$ cat src/logic/acr_pkg.sv
package acr_pkg;
  // Register byte addresses
  localparam logic [3:0] ADDR_STATUS_CONTROL = 4'h0;
  localparam logic [3:0] ADDR_RESULT_HIGH    = 4'h4;
  localparam logic [3:0] ADDR_RESULT_LOW     = 4'h8;
  localparam logic [3:0] ADDR_PIN_ENABLE     = 4'hc;
  localparam logic [4:0] ADDR_CONTROL_W      = 5'h10;
  // Status and control fields
  localparam int DONE_BIT      = 7;
  localparam int IRQ_EN_BIT    = 6;
  localparam int CONT_BIT      = 5;
  localparam int CHAN_MSB      = 4;
  // Converter control fields
  localparam int EIGHT_BIT_RESOLUTION_BIT      = 6;
  localparam int JUSTIFY_BIT   = 5;
  localparam int SIGNED_BIT    = 4;
  localparam int PRESCALE_MSB  = 3;
  // Channel codes
  localparam logic [4:0] CHAN_LAST_PIN = 5'h07;
  localparam logic [4:0] CHAN_HIGH_REF = 5'h1e;
  localparam logic [4:0] CHAN_LOW_REF  = 5'h1f;
  // Reset values
  localparam logic [7:0] RST_STATUS_CONTROL = 8'h1f;
  localparam logic [7:0] RST_PIN_ENABLE     = 8'h00;
  localparam logic [7:0] RST_CONV_CONTROL   = 8'h00;
  // AXI responses
  localparam logic [1:0] RESP_OKAY   = 2'h0;
  localparam logic [1:0] RESP_SLVERR = 2'h2;
  // Prescale factor = (field + 1) * 2
  function automatic logic [5:0] prescale_factor(input logic [3:0] f);
    return {1'b0, ({1'b0, f} + 5'h01)} << 1;
  endfunction
endpackage

$ cat src/logic/acr_prescaler.sv
`timescale 1ns/100ps
module acr_prescaler
  import acr_pkg::*;
(
  // Clock and reset
  input  wire logic       aclk,
  input  wire logic       aresetn,
  // Control
  input  wire logic       run,
  input  wire logic [3:0] conv_clock_prescale,
  // Conversion clock enable
  output logic            conv_tick
);
  logic [5:0] cnt_r;

  always_ff @(posedge aclk) begin
    if (!aresetn || !run) begin
      cnt_r     <= 6'h00;
      conv_tick <= 1'b0;
    end else if (cnt_r + 6'h01 >= prescale_factor(conv_clock_prescale)) begin
      cnt_r     <= 6'h00;
      conv_tick <= 1'b1;
    end else begin
      cnt_r     <= cnt_r + 6'h01;
      conv_tick <= 1'b0;
    end
  end

  prescale_period_a: assert property (@(posedge aclk) disable iff (!aresetn)
    $rose(conv_tick) && run |-> ##1 !conv_tick)
    else $error("conversion tick longer than one cycle");
endmodule // acr_prescaler

$ cat src/logic/acr_adc_ctrl.sv
`timescale 1ns/100ps
// How it works
// - Any status/control write clears done flag, drops interrupt, starts fresh conversion
// - Done flag at bit 7, read-only, set by hardware on each completion that no status/control or pin-enable write meets in the same cycle
// - Reading high or low result register clears done flag
// - With enable bit 6 set, interrupt follows done flag
// - Reset clears pending interrupt; without enable software polls the flag
// - Continuous bit 5 converts back to back; else one per write
// - Channel codes 00-07 pins, 1E high reference, others low reference
// - Left justified: result 9:2 to high 7:0, 1:0 to low 7:6
// - Right justified: result 9:8 to high 1:0, 7:0 to low
// - Justify bit in converter control register selects packing
// - Eight-bit result sits in high register; low reads zero
// - Unused result bits read zero
// - Result registers are read-only; writes change nothing
// - Pin-enable write aborts conversion and starts none
// - Disabled pin converts low reference, results zero
// - One enable bit per pin, 1 enables
// - Prescale factor is (field + 1) times 2
// - Signed inverts result MSB only while the justify bit is clear, in either resolution
// - Eight-bit mode is always left justified
module acr_adc_ctrl
  import acr_pkg::*;
(
  // Clock and reset
  input  wire logic        aclk,
  input  wire logic        aresetn,
  // AXI4-Lite write
  input  wire logic        s_axi_awvalid,
  output logic             s_axi_awready,
  input  wire logic [4:0]  s_axi_awaddr,
  input  wire logic        s_axi_wvalid,
  output logic             s_axi_wready,
  input  wire logic [31:0] s_axi_wdata,
  input  wire logic [3:0]  s_axi_wstrb,
  output logic             s_axi_bvalid,
  input  wire logic        s_axi_bready,
  output logic [1:0]       s_axi_bresp,
  // AXI4-Lite read
  input  wire logic        s_axi_arvalid,
  output logic             s_axi_arready,
  input  wire logic [4:0]  s_axi_araddr,
  output logic             s_axi_rvalid,
  input  wire logic        s_axi_rready,
  output logic [31:0]      s_axi_rdata,
  output logic [1:0]       s_axi_rresp,
  // Analog core
  output logic             core_start,
  output logic [4:0]       core_channel,
  output logic             core_abort,
  output logic             conv_tick,
  output logic             eight_bit_resolution,
  input  wire logic        core_done,
  input  wire logic [9:0]  core_result,
  // Interrupt request
  output logic             conv_irq
);
  typedef enum logic [1:0] {ACR_IDLE, ACR_START, ACR_BUSY} acr_state_t;

  acr_state_t  state_r;
  logic        conv_done_flag_r;
  logic        conv_irq_enable_r;
  logic        continuous_convert_r;
  logic [4:0]  channel_select_r;
  logic [7:0]  analog_pin_enable_r;
  logic [7:0]  conv_control_r;
  logic [7:0]  result_high_r;
  logic [7:0]  result_low_r;
  logic        aw_held_r;
  logic        w_held_r;
  logic [4:0]  aw_addr_r;
  logic [31:0] w_data_r;
  logic [3:0]  w_strb_r;
  logic        wr_fire;
  logic        sc_write;
  logic        pe_write;
  logic        rd_fire;
  logic        res_read;
  logic [7:0]  rd_val;
  logic        rd_hit;
  logic        wr_hit;
  logic        justify_select;
  logic        signed_result_select;
  logic [3:0]  conv_clock_prescale;
  logic [7:0]  high_nxt;
  logic [7:0]  low_nxt;
  logic [9:0]  value;

  assign eight_bit_resolution = conv_control_r[EIGHT_BIT_RESOLUTION_BIT];
  assign justify_select       = conv_control_r[JUSTIFY_BIT];
  assign signed_result_select = conv_control_r[SIGNED_BIT];
  assign conv_clock_prescale  = conv_control_r[PRESCALE_MSB:0];

  // Channel decode, also forces disabled pins to the low reference
  function automatic logic [4:0] route_channel(input logic [4:0] sel, input logic [7:0] pe);
    if (sel <= CHAN_LAST_PIN)
      return pe[sel[2:0]] ? sel : CHAN_LOW_REF;
    else if (sel == CHAN_HIGH_REF)
      return CHAN_HIGH_REF;
    else
      return CHAN_LOW_REF;
  endfunction

  // Write channel: address and data accepted in either order
  assign s_axi_awready = !aw_held_r && !s_axi_bvalid;
  assign s_axi_wready  = !w_held_r && !s_axi_bvalid;

  always_ff @(posedge aclk) begin
    if (!aresetn) begin
      aw_held_r <= 1'b0;
      aw_addr_r <= 5'h00;
    end else if (wr_fire) begin
      aw_held_r <= 1'b0;
    end else if (s_axi_awvalid && s_axi_awready) begin
      aw_held_r <= 1'b1;
      aw_addr_r <= s_axi_awaddr;
    end
  end

  always_ff @(posedge aclk) begin
    if (!aresetn) begin
      w_held_r <= 1'b0;
      w_data_r <= 32'h0000_0000;
      w_strb_r <= 4'h0;
    end else if (wr_fire) begin
      w_held_r <= 1'b0;
    end else if (s_axi_wvalid && s_axi_wready) begin
      w_held_r <= 1'b1;
      w_data_r <= s_axi_wdata;
      w_strb_r <= s_axi_wstrb;
    end
  end

  assign wr_fire  = aw_held_r && w_held_r;
  assign wr_hit   = aw_addr_r == {1'b0, ADDR_STATUS_CONTROL} || aw_addr_r == {1'b0, ADDR_PIN_ENABLE} ||
                    aw_addr_r == ADDR_CONTROL_W || aw_addr_r == {1'b0, ADDR_RESULT_HIGH} ||
                    aw_addr_r == {1'b0, ADDR_RESULT_LOW};
  assign sc_write = wr_fire && aw_addr_r == {1'b0, ADDR_STATUS_CONTROL} && w_strb_r[0];
  assign pe_write = wr_fire && aw_addr_r == {1'b0, ADDR_PIN_ENABLE} && w_strb_r[0];

  always_ff @(posedge aclk) begin
    if (!aresetn) begin
      s_axi_bvalid <= 1'b0;
      s_axi_bresp  <= RESP_OKAY;
    end else if (wr_fire) begin
      s_axi_bvalid <= 1'b1;
      s_axi_bresp  <= wr_hit ? RESP_OKAY : RESP_SLVERR;
    end else if (s_axi_bready) begin
      s_axi_bvalid <= 1'b0;
    end
  end

  // Control registers; result registers ignore writes
  always_ff @(posedge aclk) begin
    if (!aresetn) begin
      conv_irq_enable_r    <= RST_STATUS_CONTROL[IRQ_EN_BIT];
      continuous_convert_r <= RST_STATUS_CONTROL[CONT_BIT];
      channel_select_r     <= RST_STATUS_CONTROL[CHAN_MSB:0];
    end else if (sc_write) begin
      conv_irq_enable_r    <= w_data_r[IRQ_EN_BIT];
      continuous_convert_r <= w_data_r[CONT_BIT];
      channel_select_r     <= w_data_r[CHAN_MSB:0];
    end
  end

  always_ff @(posedge aclk) begin
    if (!aresetn) begin
      analog_pin_enable_r <= RST_PIN_ENABLE;
      conv_control_r      <= RST_CONV_CONTROL;
    end else if (wr_fire && w_strb_r[0]) begin
      if (aw_addr_r == {1'b0, ADDR_PIN_ENABLE})
        analog_pin_enable_r <= w_data_r[7:0];
      if (aw_addr_r == ADDR_CONTROL_W)
        conv_control_r <= w_data_r[7:0];
    end
  end

  // Read channel, one cycle to answer
  assign s_axi_arready = !s_axi_rvalid;
  assign rd_fire       = s_axi_arvalid && s_axi_arready;
  assign res_read      = rd_fire && (s_axi_araddr == {1'b0, ADDR_RESULT_HIGH} ||
                                     s_axi_araddr == {1'b0, ADDR_RESULT_LOW});

  always_comb begin
    rd_val = 8'h00;
    rd_hit = 1'b1;
    case (s_axi_araddr)
      {1'b0, ADDR_STATUS_CONTROL}: rd_val = {conv_done_flag_r, conv_irq_enable_r, continuous_convert_r,
                                            channel_select_r};
      {1'b0, ADDR_RESULT_HIGH}:    rd_val = result_high_r;
      {1'b0, ADDR_RESULT_LOW}:     rd_val = result_low_r;
      {1'b0, ADDR_PIN_ENABLE}:     rd_val = analog_pin_enable_r;
      ADDR_CONTROL_W:              rd_val = conv_control_r;
      default:                     rd_hit = 1'b0;
    endcase
  end

  always_ff @(posedge aclk) begin
    if (!aresetn) begin
      s_axi_rvalid <= 1'b0;
      s_axi_rdata  <= 32'h0000_0000;
      s_axi_rresp  <= RESP_OKAY;
    end else if (rd_fire) begin
      s_axi_rvalid <= 1'b1;
      s_axi_rdata  <= {24'h00_0000, rd_val};
      s_axi_rresp  <= rd_hit ? RESP_OKAY : RESP_SLVERR;
    end else if (s_axi_rready) begin
      s_axi_rvalid <= 1'b0;
    end
  end

  // Conversion sequencer
  always_ff @(posedge aclk) begin
    if (!aresetn) begin
      state_r <= ACR_IDLE;
    end else if (pe_write) begin
      state_r <= ACR_IDLE;
    end else if (sc_write) begin
      state_r <= ACR_START;
    end else begin
      case (state_r)
        ACR_START: state_r <= ACR_BUSY;
        ACR_BUSY:  if (core_done) state_r <= continuous_convert_r ? ACR_START : ACR_IDLE;
        default:   state_r <= ACR_IDLE;
      endcase
    end
  end

  assign core_start   = state_r == ACR_START;
  assign core_abort   = pe_write || (sc_write && state_r != ACR_IDLE);
  assign core_channel = route_channel(channel_select_r, analog_pin_enable_r);

  acr_prescaler u_prescaler (
    .aclk                (aclk),
    .aresetn             (aresetn),
    .run                 (state_r != ACR_IDLE),
    .conv_clock_prescale (conv_clock_prescale),
    .conv_tick           (conv_tick)
  );

  // Result packing; a forced low reference yields zero from the core
  always_comb begin
    value = core_result;
    if (eight_bit_resolution) begin
      high_nxt = core_result[9:2];
      if (signed_result_select && !justify_select)
        high_nxt[7] = ~high_nxt[7];
      low_nxt  = 8'h00;
    end else if (justify_select) begin
      high_nxt = {6'h00, value[9:8]};
      low_nxt  = value[7:0];
    end else begin
      if (signed_result_select)
        value[9] = ~value[9];
      high_nxt = value[9:2];
      low_nxt  = {value[1:0], 6'h00};
    end
  end

  // A status/control or pin-enable write in the same cycle wins; the finished result belonged to the old setup
  wire capture = state_r == ACR_BUSY && core_done && !pe_write && !sc_write;

  always_ff @(posedge aclk) begin
    if (!aresetn) begin
      result_high_r <= 8'h00;
      result_low_r  <= 8'h00;
    end else if (capture) begin
      result_high_r <= high_nxt;
      result_low_r  <= low_nxt;
    end
  end

  // Set wins over a result-read clear; a control write always clears
  always_ff @(posedge aclk) begin
    if (!aresetn) begin
      conv_done_flag_r <= 1'b0;
    end else if (sc_write || pe_write) begin
      conv_done_flag_r <= 1'b0;
    end else if (capture) begin
      conv_done_flag_r <= 1'b1;
    end else if (res_read) begin
      conv_done_flag_r <= 1'b0;
    end
  end

  assign conv_irq = conv_done_flag_r && conv_irq_enable_r;

  done_on_capture_a: assert property (@(posedge aclk) disable iff (!aresetn)
    capture |=> conv_done_flag_r && result_high_r == $past(high_nxt))
    else $error("done flag or result not updated on completion");
  write_clears_a: assert property (@(posedge aclk) disable iff (!aresetn)
    sc_write |=> !conv_done_flag_r && !conv_irq && core_start)
    else $error("status write did not clear and restart");
  read_clears_a: assert property (@(posedge aclk) disable iff (!aresetn)
    res_read && !capture |=> !conv_done_flag_r)
    else $error("result read did not clear done flag");
  irq_follows_a: assert property (@(posedge aclk) disable iff (!aresetn)
    capture && conv_irq_enable_r |=> conv_irq)
    else $error("interrupt not raised on completion");
  single_stop_a: assert property (@(posedge aclk) disable iff (!aresetn)
    capture && !continuous_convert_r |=> state_r == ACR_IDLE)
    else $error("single mode kept converting");
  pe_abort_a: assert property (@(posedge aclk) disable iff (!aresetn)
    pe_write |=> state_r == ACR_IDLE ##1 !core_start)
    else $error("pin enable write started a conversion");
  disabled_pin_a: assert property (@(posedge aclk) disable iff (!aresetn)
    core_start && channel_select_r <= CHAN_LAST_PIN && !analog_pin_enable_r[channel_select_r[2:0]]
    |-> core_channel == CHAN_LOW_REF)
    else $error("disabled pin not forced to low reference");
  low_zero_a: assert property (@(posedge aclk) disable iff (!aresetn)
    capture && eight_bit_resolution |=> result_low_r == 8'h00)
    else $error("eight-bit low result not zero");
  start_pulse_a: assert property (@(posedge aclk) disable iff (!aresetn)
    core_start && !sc_write |=> !core_start)
    else $error("start pulse longer than one cycle");
  irq_reset_a: assert property (@(posedge aclk)
    !aresetn |=> !conv_irq)
    else $error("interrupt pending after reset");
  left_pack_a: assert property (@(posedge aclk) disable iff (!aresetn)
    capture && !eight_bit_resolution && !justify_select |=>
    {result_high_r[6:0], result_low_r} == {$past(core_result[8:0]), 6'h00})
    else $error("left-justified packing wrong");
  right_pack_a: assert property (@(posedge aclk) disable iff (!aresetn)
    capture && !eight_bit_resolution && justify_select |=>
    {result_high_r, result_low_r} == {6'h00, $past(core_result)})
    else $error("right-justified packing wrong");
  eight_bit_pack_a: assert property (@(posedge aclk) disable iff (!aresetn)
    capture && eight_bit_resolution |=> result_high_r[6:0] == $past(core_result[8:2]))
    else $error("eight-bit result not left justified");
  signed_left_a: assert property (@(posedge aclk) disable iff (!aresetn)
    capture && !justify_select |=>
    result_high_r[7] == ($past(core_result[9]) ^ $past(signed_result_select)))
    else $error("signed left result has wrong top bit");
  result_ro_a: assert property (@(posedge aclk) disable iff (!aresetn)
    wr_fire && (aw_addr_r == {1'b0, ADDR_RESULT_HIGH} || aw_addr_r == {1'b0, ADDR_RESULT_LOW}) && !capture
    |=> $stable(result_high_r) && $stable(result_low_r))
    else $error("write changed a result register");
  cont_restart_a: assert property (@(posedge aclk) disable iff (!aresetn)
    capture && continuous_convert_r |=> core_start)
    else $error("continuous mode did not restart");
endmodule // acr_adc_ctrl

$ cat config.mk
export PLATFORM = sky130hd
export DESIGN_NAME = acr_adc_ctrl
export DESIGN_NICKNAME = d
export VERILOG_FILES = /design/src/logic/acr_pkg.sv /design/src/logic/acr_prescaler.sv /design/src/logic/acr_adc_ctrl.sv
export SDC_FILE = /design/constraint.sdc
export NUM_CORES = 1
export LEC_CHECK = 0
export BUFFER_PORTS_ARGS = -buffer_cell sky130_fd_sc_hd__buf_2
export CAP_MARGIN = 20
export CELL_PAD_IN_SITES_DETAIL_PLACEMENT = 2
export CELL_PAD_IN_SITES_GLOBAL_PLACEMENT = 2
export CORE_MARGIN = 4
export CORE_UTILIZATION = 30
export CTS_CLUSTER_DIAMETER = 200
export DETAILED_ROUTE_END_ITERATION = 8
export PLACE_DENSITY_LB_ADDON = 0.1
export SETUP_SLACK_MARGIN = 0.02
export SLEW_MARGIN = 25
export SYNTH_ARGS = -nofsm -noshare
export SYNTH_HDL_FRONTEND = slang
export SYNTH_SLANG_ARGS = --single-unit
$ cat constraint.sdc
create_clock -name aclk -period 2.6 [get_ports aclk]
set_input_delay 0.39 -clock aclk [delete_from_list [all_inputs] [get_ports aclk]]
set_output_delay 0.39 -clock aclk [all_outputs]
set_load 0.02 [all_outputs]
==> run summary <==
status - finished clean
# nets final - 575
area grow syn2layout - 16.8%
Max Freq - 0.435 GHz
Design Area, Final - 0.00460 mm2
Required @ worst endpoint - 2.21 ns
Main synth FF type - dfxtp_1
CTS tree - yes
count of unique library cells instantiated by Yosys - 42
worst hold path class - input pin to flop
crit path DAT - 1.91 ns
wire length per cell - 16.8 um
CP Launch Type - flop
Mapped Cells - 443
average size of a mapped cell - 8.88 um2
largest net degree at the start of global routing - 37
VDD IR-drop max - 0.000251 V
EDFF count, synth - 0
Clock transition at path regs - 0.06 ns
Residual DRC - 0
initial antenna violation count - 0
IO Count - 115
antenna cell count - 0
Yosys reg bits - 77
Rel. slew slack - 0.447
post-CTS resize count - 0
die area - 0.0150 mm2
Synth Area in XOR/XNOR - 0.0200
Setup TNS Final - 0 ns
Final GP Congestion - 0.769
routed via count - 3,274
Leak - 1.93 nW
clk buf depth - 2
RSZ-0062 raised after global routing - no
Synth async-reset ratio - 0
largest family of logic cells by synthesized area - simple AND/OR/NAND/NOR gates
worst-margin pin slew - 0.823 ns
Crit Path Max Fanout - 5
multiplexer share of the synthesized area - 0.122
combinational share of power - 0.089
Seq/Total Area, Yosys - 0.392
core area - 0.0127 mm2
clk sinks - 77
Synth Area in Adders - 0.0318
most frequent cells in the layout - dfxtp_1, buf_2, nand2_1
vias in the first global route - 3,411
TritonCTS buffer count - 9
share of cells above drive strength 1 - 0.200
DP Area - 0.00434 mm2
Tot GR Track Use - 0.161
Post-CTS Setup Inserts - 0
count of final setup violators - 0
Synth Area in Compound Gates - 0.127
die width - 123 um
Sw Share - 0.247
number of warnings issued by yosys - 0
PwrDens - 564 mW/mm2
Flop pwr share - 0.475
Routed Antenna Nets - 0
Slew Limit Fails - 0
fin crit share - 0.884
Clk pwr share - 0.436
DRT Wirelength - 11.4 mm
Tot Pwr - 2.59 mW
Clk Tree Root Cell - clkbuf_16
fillcell total - 1,476
IO buf count - 61
detailed placement HPWL - 8.77 mm
Worst Skew - 0.00578 ns
Std-Cell Rows - 41
most common cell after layout, fill and taps aside - dfxtp_1
vias per cell - 4.84
synthesized cell area - 0.00394 mm2
hold buffer count at cts - 0
Worst Setup End Kind - output pin
Pre-Repair DR Iteration Count - 4
Congestion Overflow GR - 0
initial DRC count - 102
global-route wire length before repair - 18.4 mm
Int Power - 1.95 mW
P_sw - 641 uW
Die Span Y - 123 um
Maximum Capacitance Violations - 0
Skew-Pair Late Insertion Delay - 0.34 ns
Final Hold Fails - 0
H-tree Lvls - 3
Setup Crit Path Kind - flop to output pin
Final Critical Period - 2.30 ns
Synth Area in Simple Gates - 0.224
Initial Util - 0.309
==> cells by family (layout without fill, tap and decap cells) <==
group	count (synthesis)	after routing
AOI/OAI and AO/OA	80	80
xor gates and xnor gates	9	9
adders and majority gates	10	10
buffers and inverters	56	93
DFF	77	77
muxes	44	44
other	1	26
and+or+nand+nor	166	166
==> sequential cells by signal (all words and copies together) (netlist names), 6 cells and up <==
signal               flops
analog_pin_enable_r      8
conv_control_r           8
result_high_r            8
result_low_r             8
s_axi_rdata              8
w_data_r                 8
u_prescaler.cnt_r        6
==> worst paths after layout <==
path                             start                    to  slack [ns]  cells past startpoint
setup / recovery   channel_select_r[0]       core_channel[3]        0.30                      4
hold / removal           s_axi_arvalid          s_axi_rvalid        0.29                      2
setup reg to reg  u_prescaler.cnt_r[0]  u_prescaler.cnt_r[1]        0.53                      7
hold reg to reg       result_high_r[2]      result_high_r[2]        0.46                      2
==> critical path, stage by stage, from the launching register on <==
cell	delay [ns]
dfxtp_1	0.47
mux4_2	0.55
mux2_2	0.32
nand2_1	0.07
buf_2	0.16
==> Yosys cell counts (2+ instances only) <==
cell type / n / area [um2]
and3_1: 3 / 18.8
o21ai_1: 3 / 15.0
o21ai_0: 24 / 120
nor2b_1: 25 / 156
xnor2_1: 6 / 52.6
buf_4: 26 / 195
clkbuf_1: 16 / 60.1
o211a_1: 4 / 40.0
a21o_1: 2 / 15.0
nand4b_1: 2 / 17.5
ha_1: 10 / 125
inv_1: 7 / 26.3
buf_2: 5 / 25.0
and2_1: 11 / 68.8
a21oi_1: 21 / 105
dfxtp_1: 77 / 1540
a21boi_0: 14 / 105
a2bb2oi_1: 8 / 70.1
nor3b_1: 4 / 30.0
nor3_1: 6 / 30.0
nand2_1: 60 / 225
mux2i_1: 30 / 300
nor2_1: 7 / 26.3
mux2_2: 12 / 135
xor2_1: 3 / 26.3
nand3_1: 22 / 110
mux4_2: 2 / 45.0
nand2b_1: 6 / 37.5
nand4_1: 14 / 87.6
==> cell type report <==
class	instances	area, um2	share of cell area
multi-input combinational	335	2170	0.473
tap	172	215	0.0468
timing repair buffer	71	380	0.0828
inverter	7	26.3	0.00572
clock inverter	2	10.0	0.00218
clock buffer	13	250	0.0545
sequential	77	1540	0.335
==> stage by stage <==
stage	cells	hold slack (ns)	utilization	worst slack (ns)
floorplan	468	0.428	-	0.594
global placement	662	0.450	0.341	0.576
finish	677	0.293	0.361	0.303
detailed placement	662	0.463	0.341	0.491
CTS	677	0.282	0.361	0.261
global route	677	0.293	0.361	0.167
==> metal layers <==
layer | up-vias | track usage | wire length (um)
met5 | - | 0 | 0
met4 | 0 | 0.0742 | 267
met3 | 14 | 0.0290 | 463
met2 | 74 | 0.255 | 5200
met1 | 1584 | 0.214 | 5480
li1 | 1602 | - | -
==> power by group through the flow <==
stage          clock [mW]  combinational (mW)  sequential (mW)
2_1_floorplan           0               0.179             1.25
3_3_place_gp            0               0.230             1.26
3_5_place_dp            0               0.232             1.26
4_1_cts              1.17               0.234             1.23
5_1_grt              1.22               0.256             1.24
6_report             1.13               0.231             1.23
(Power assumes the default switching activity.)
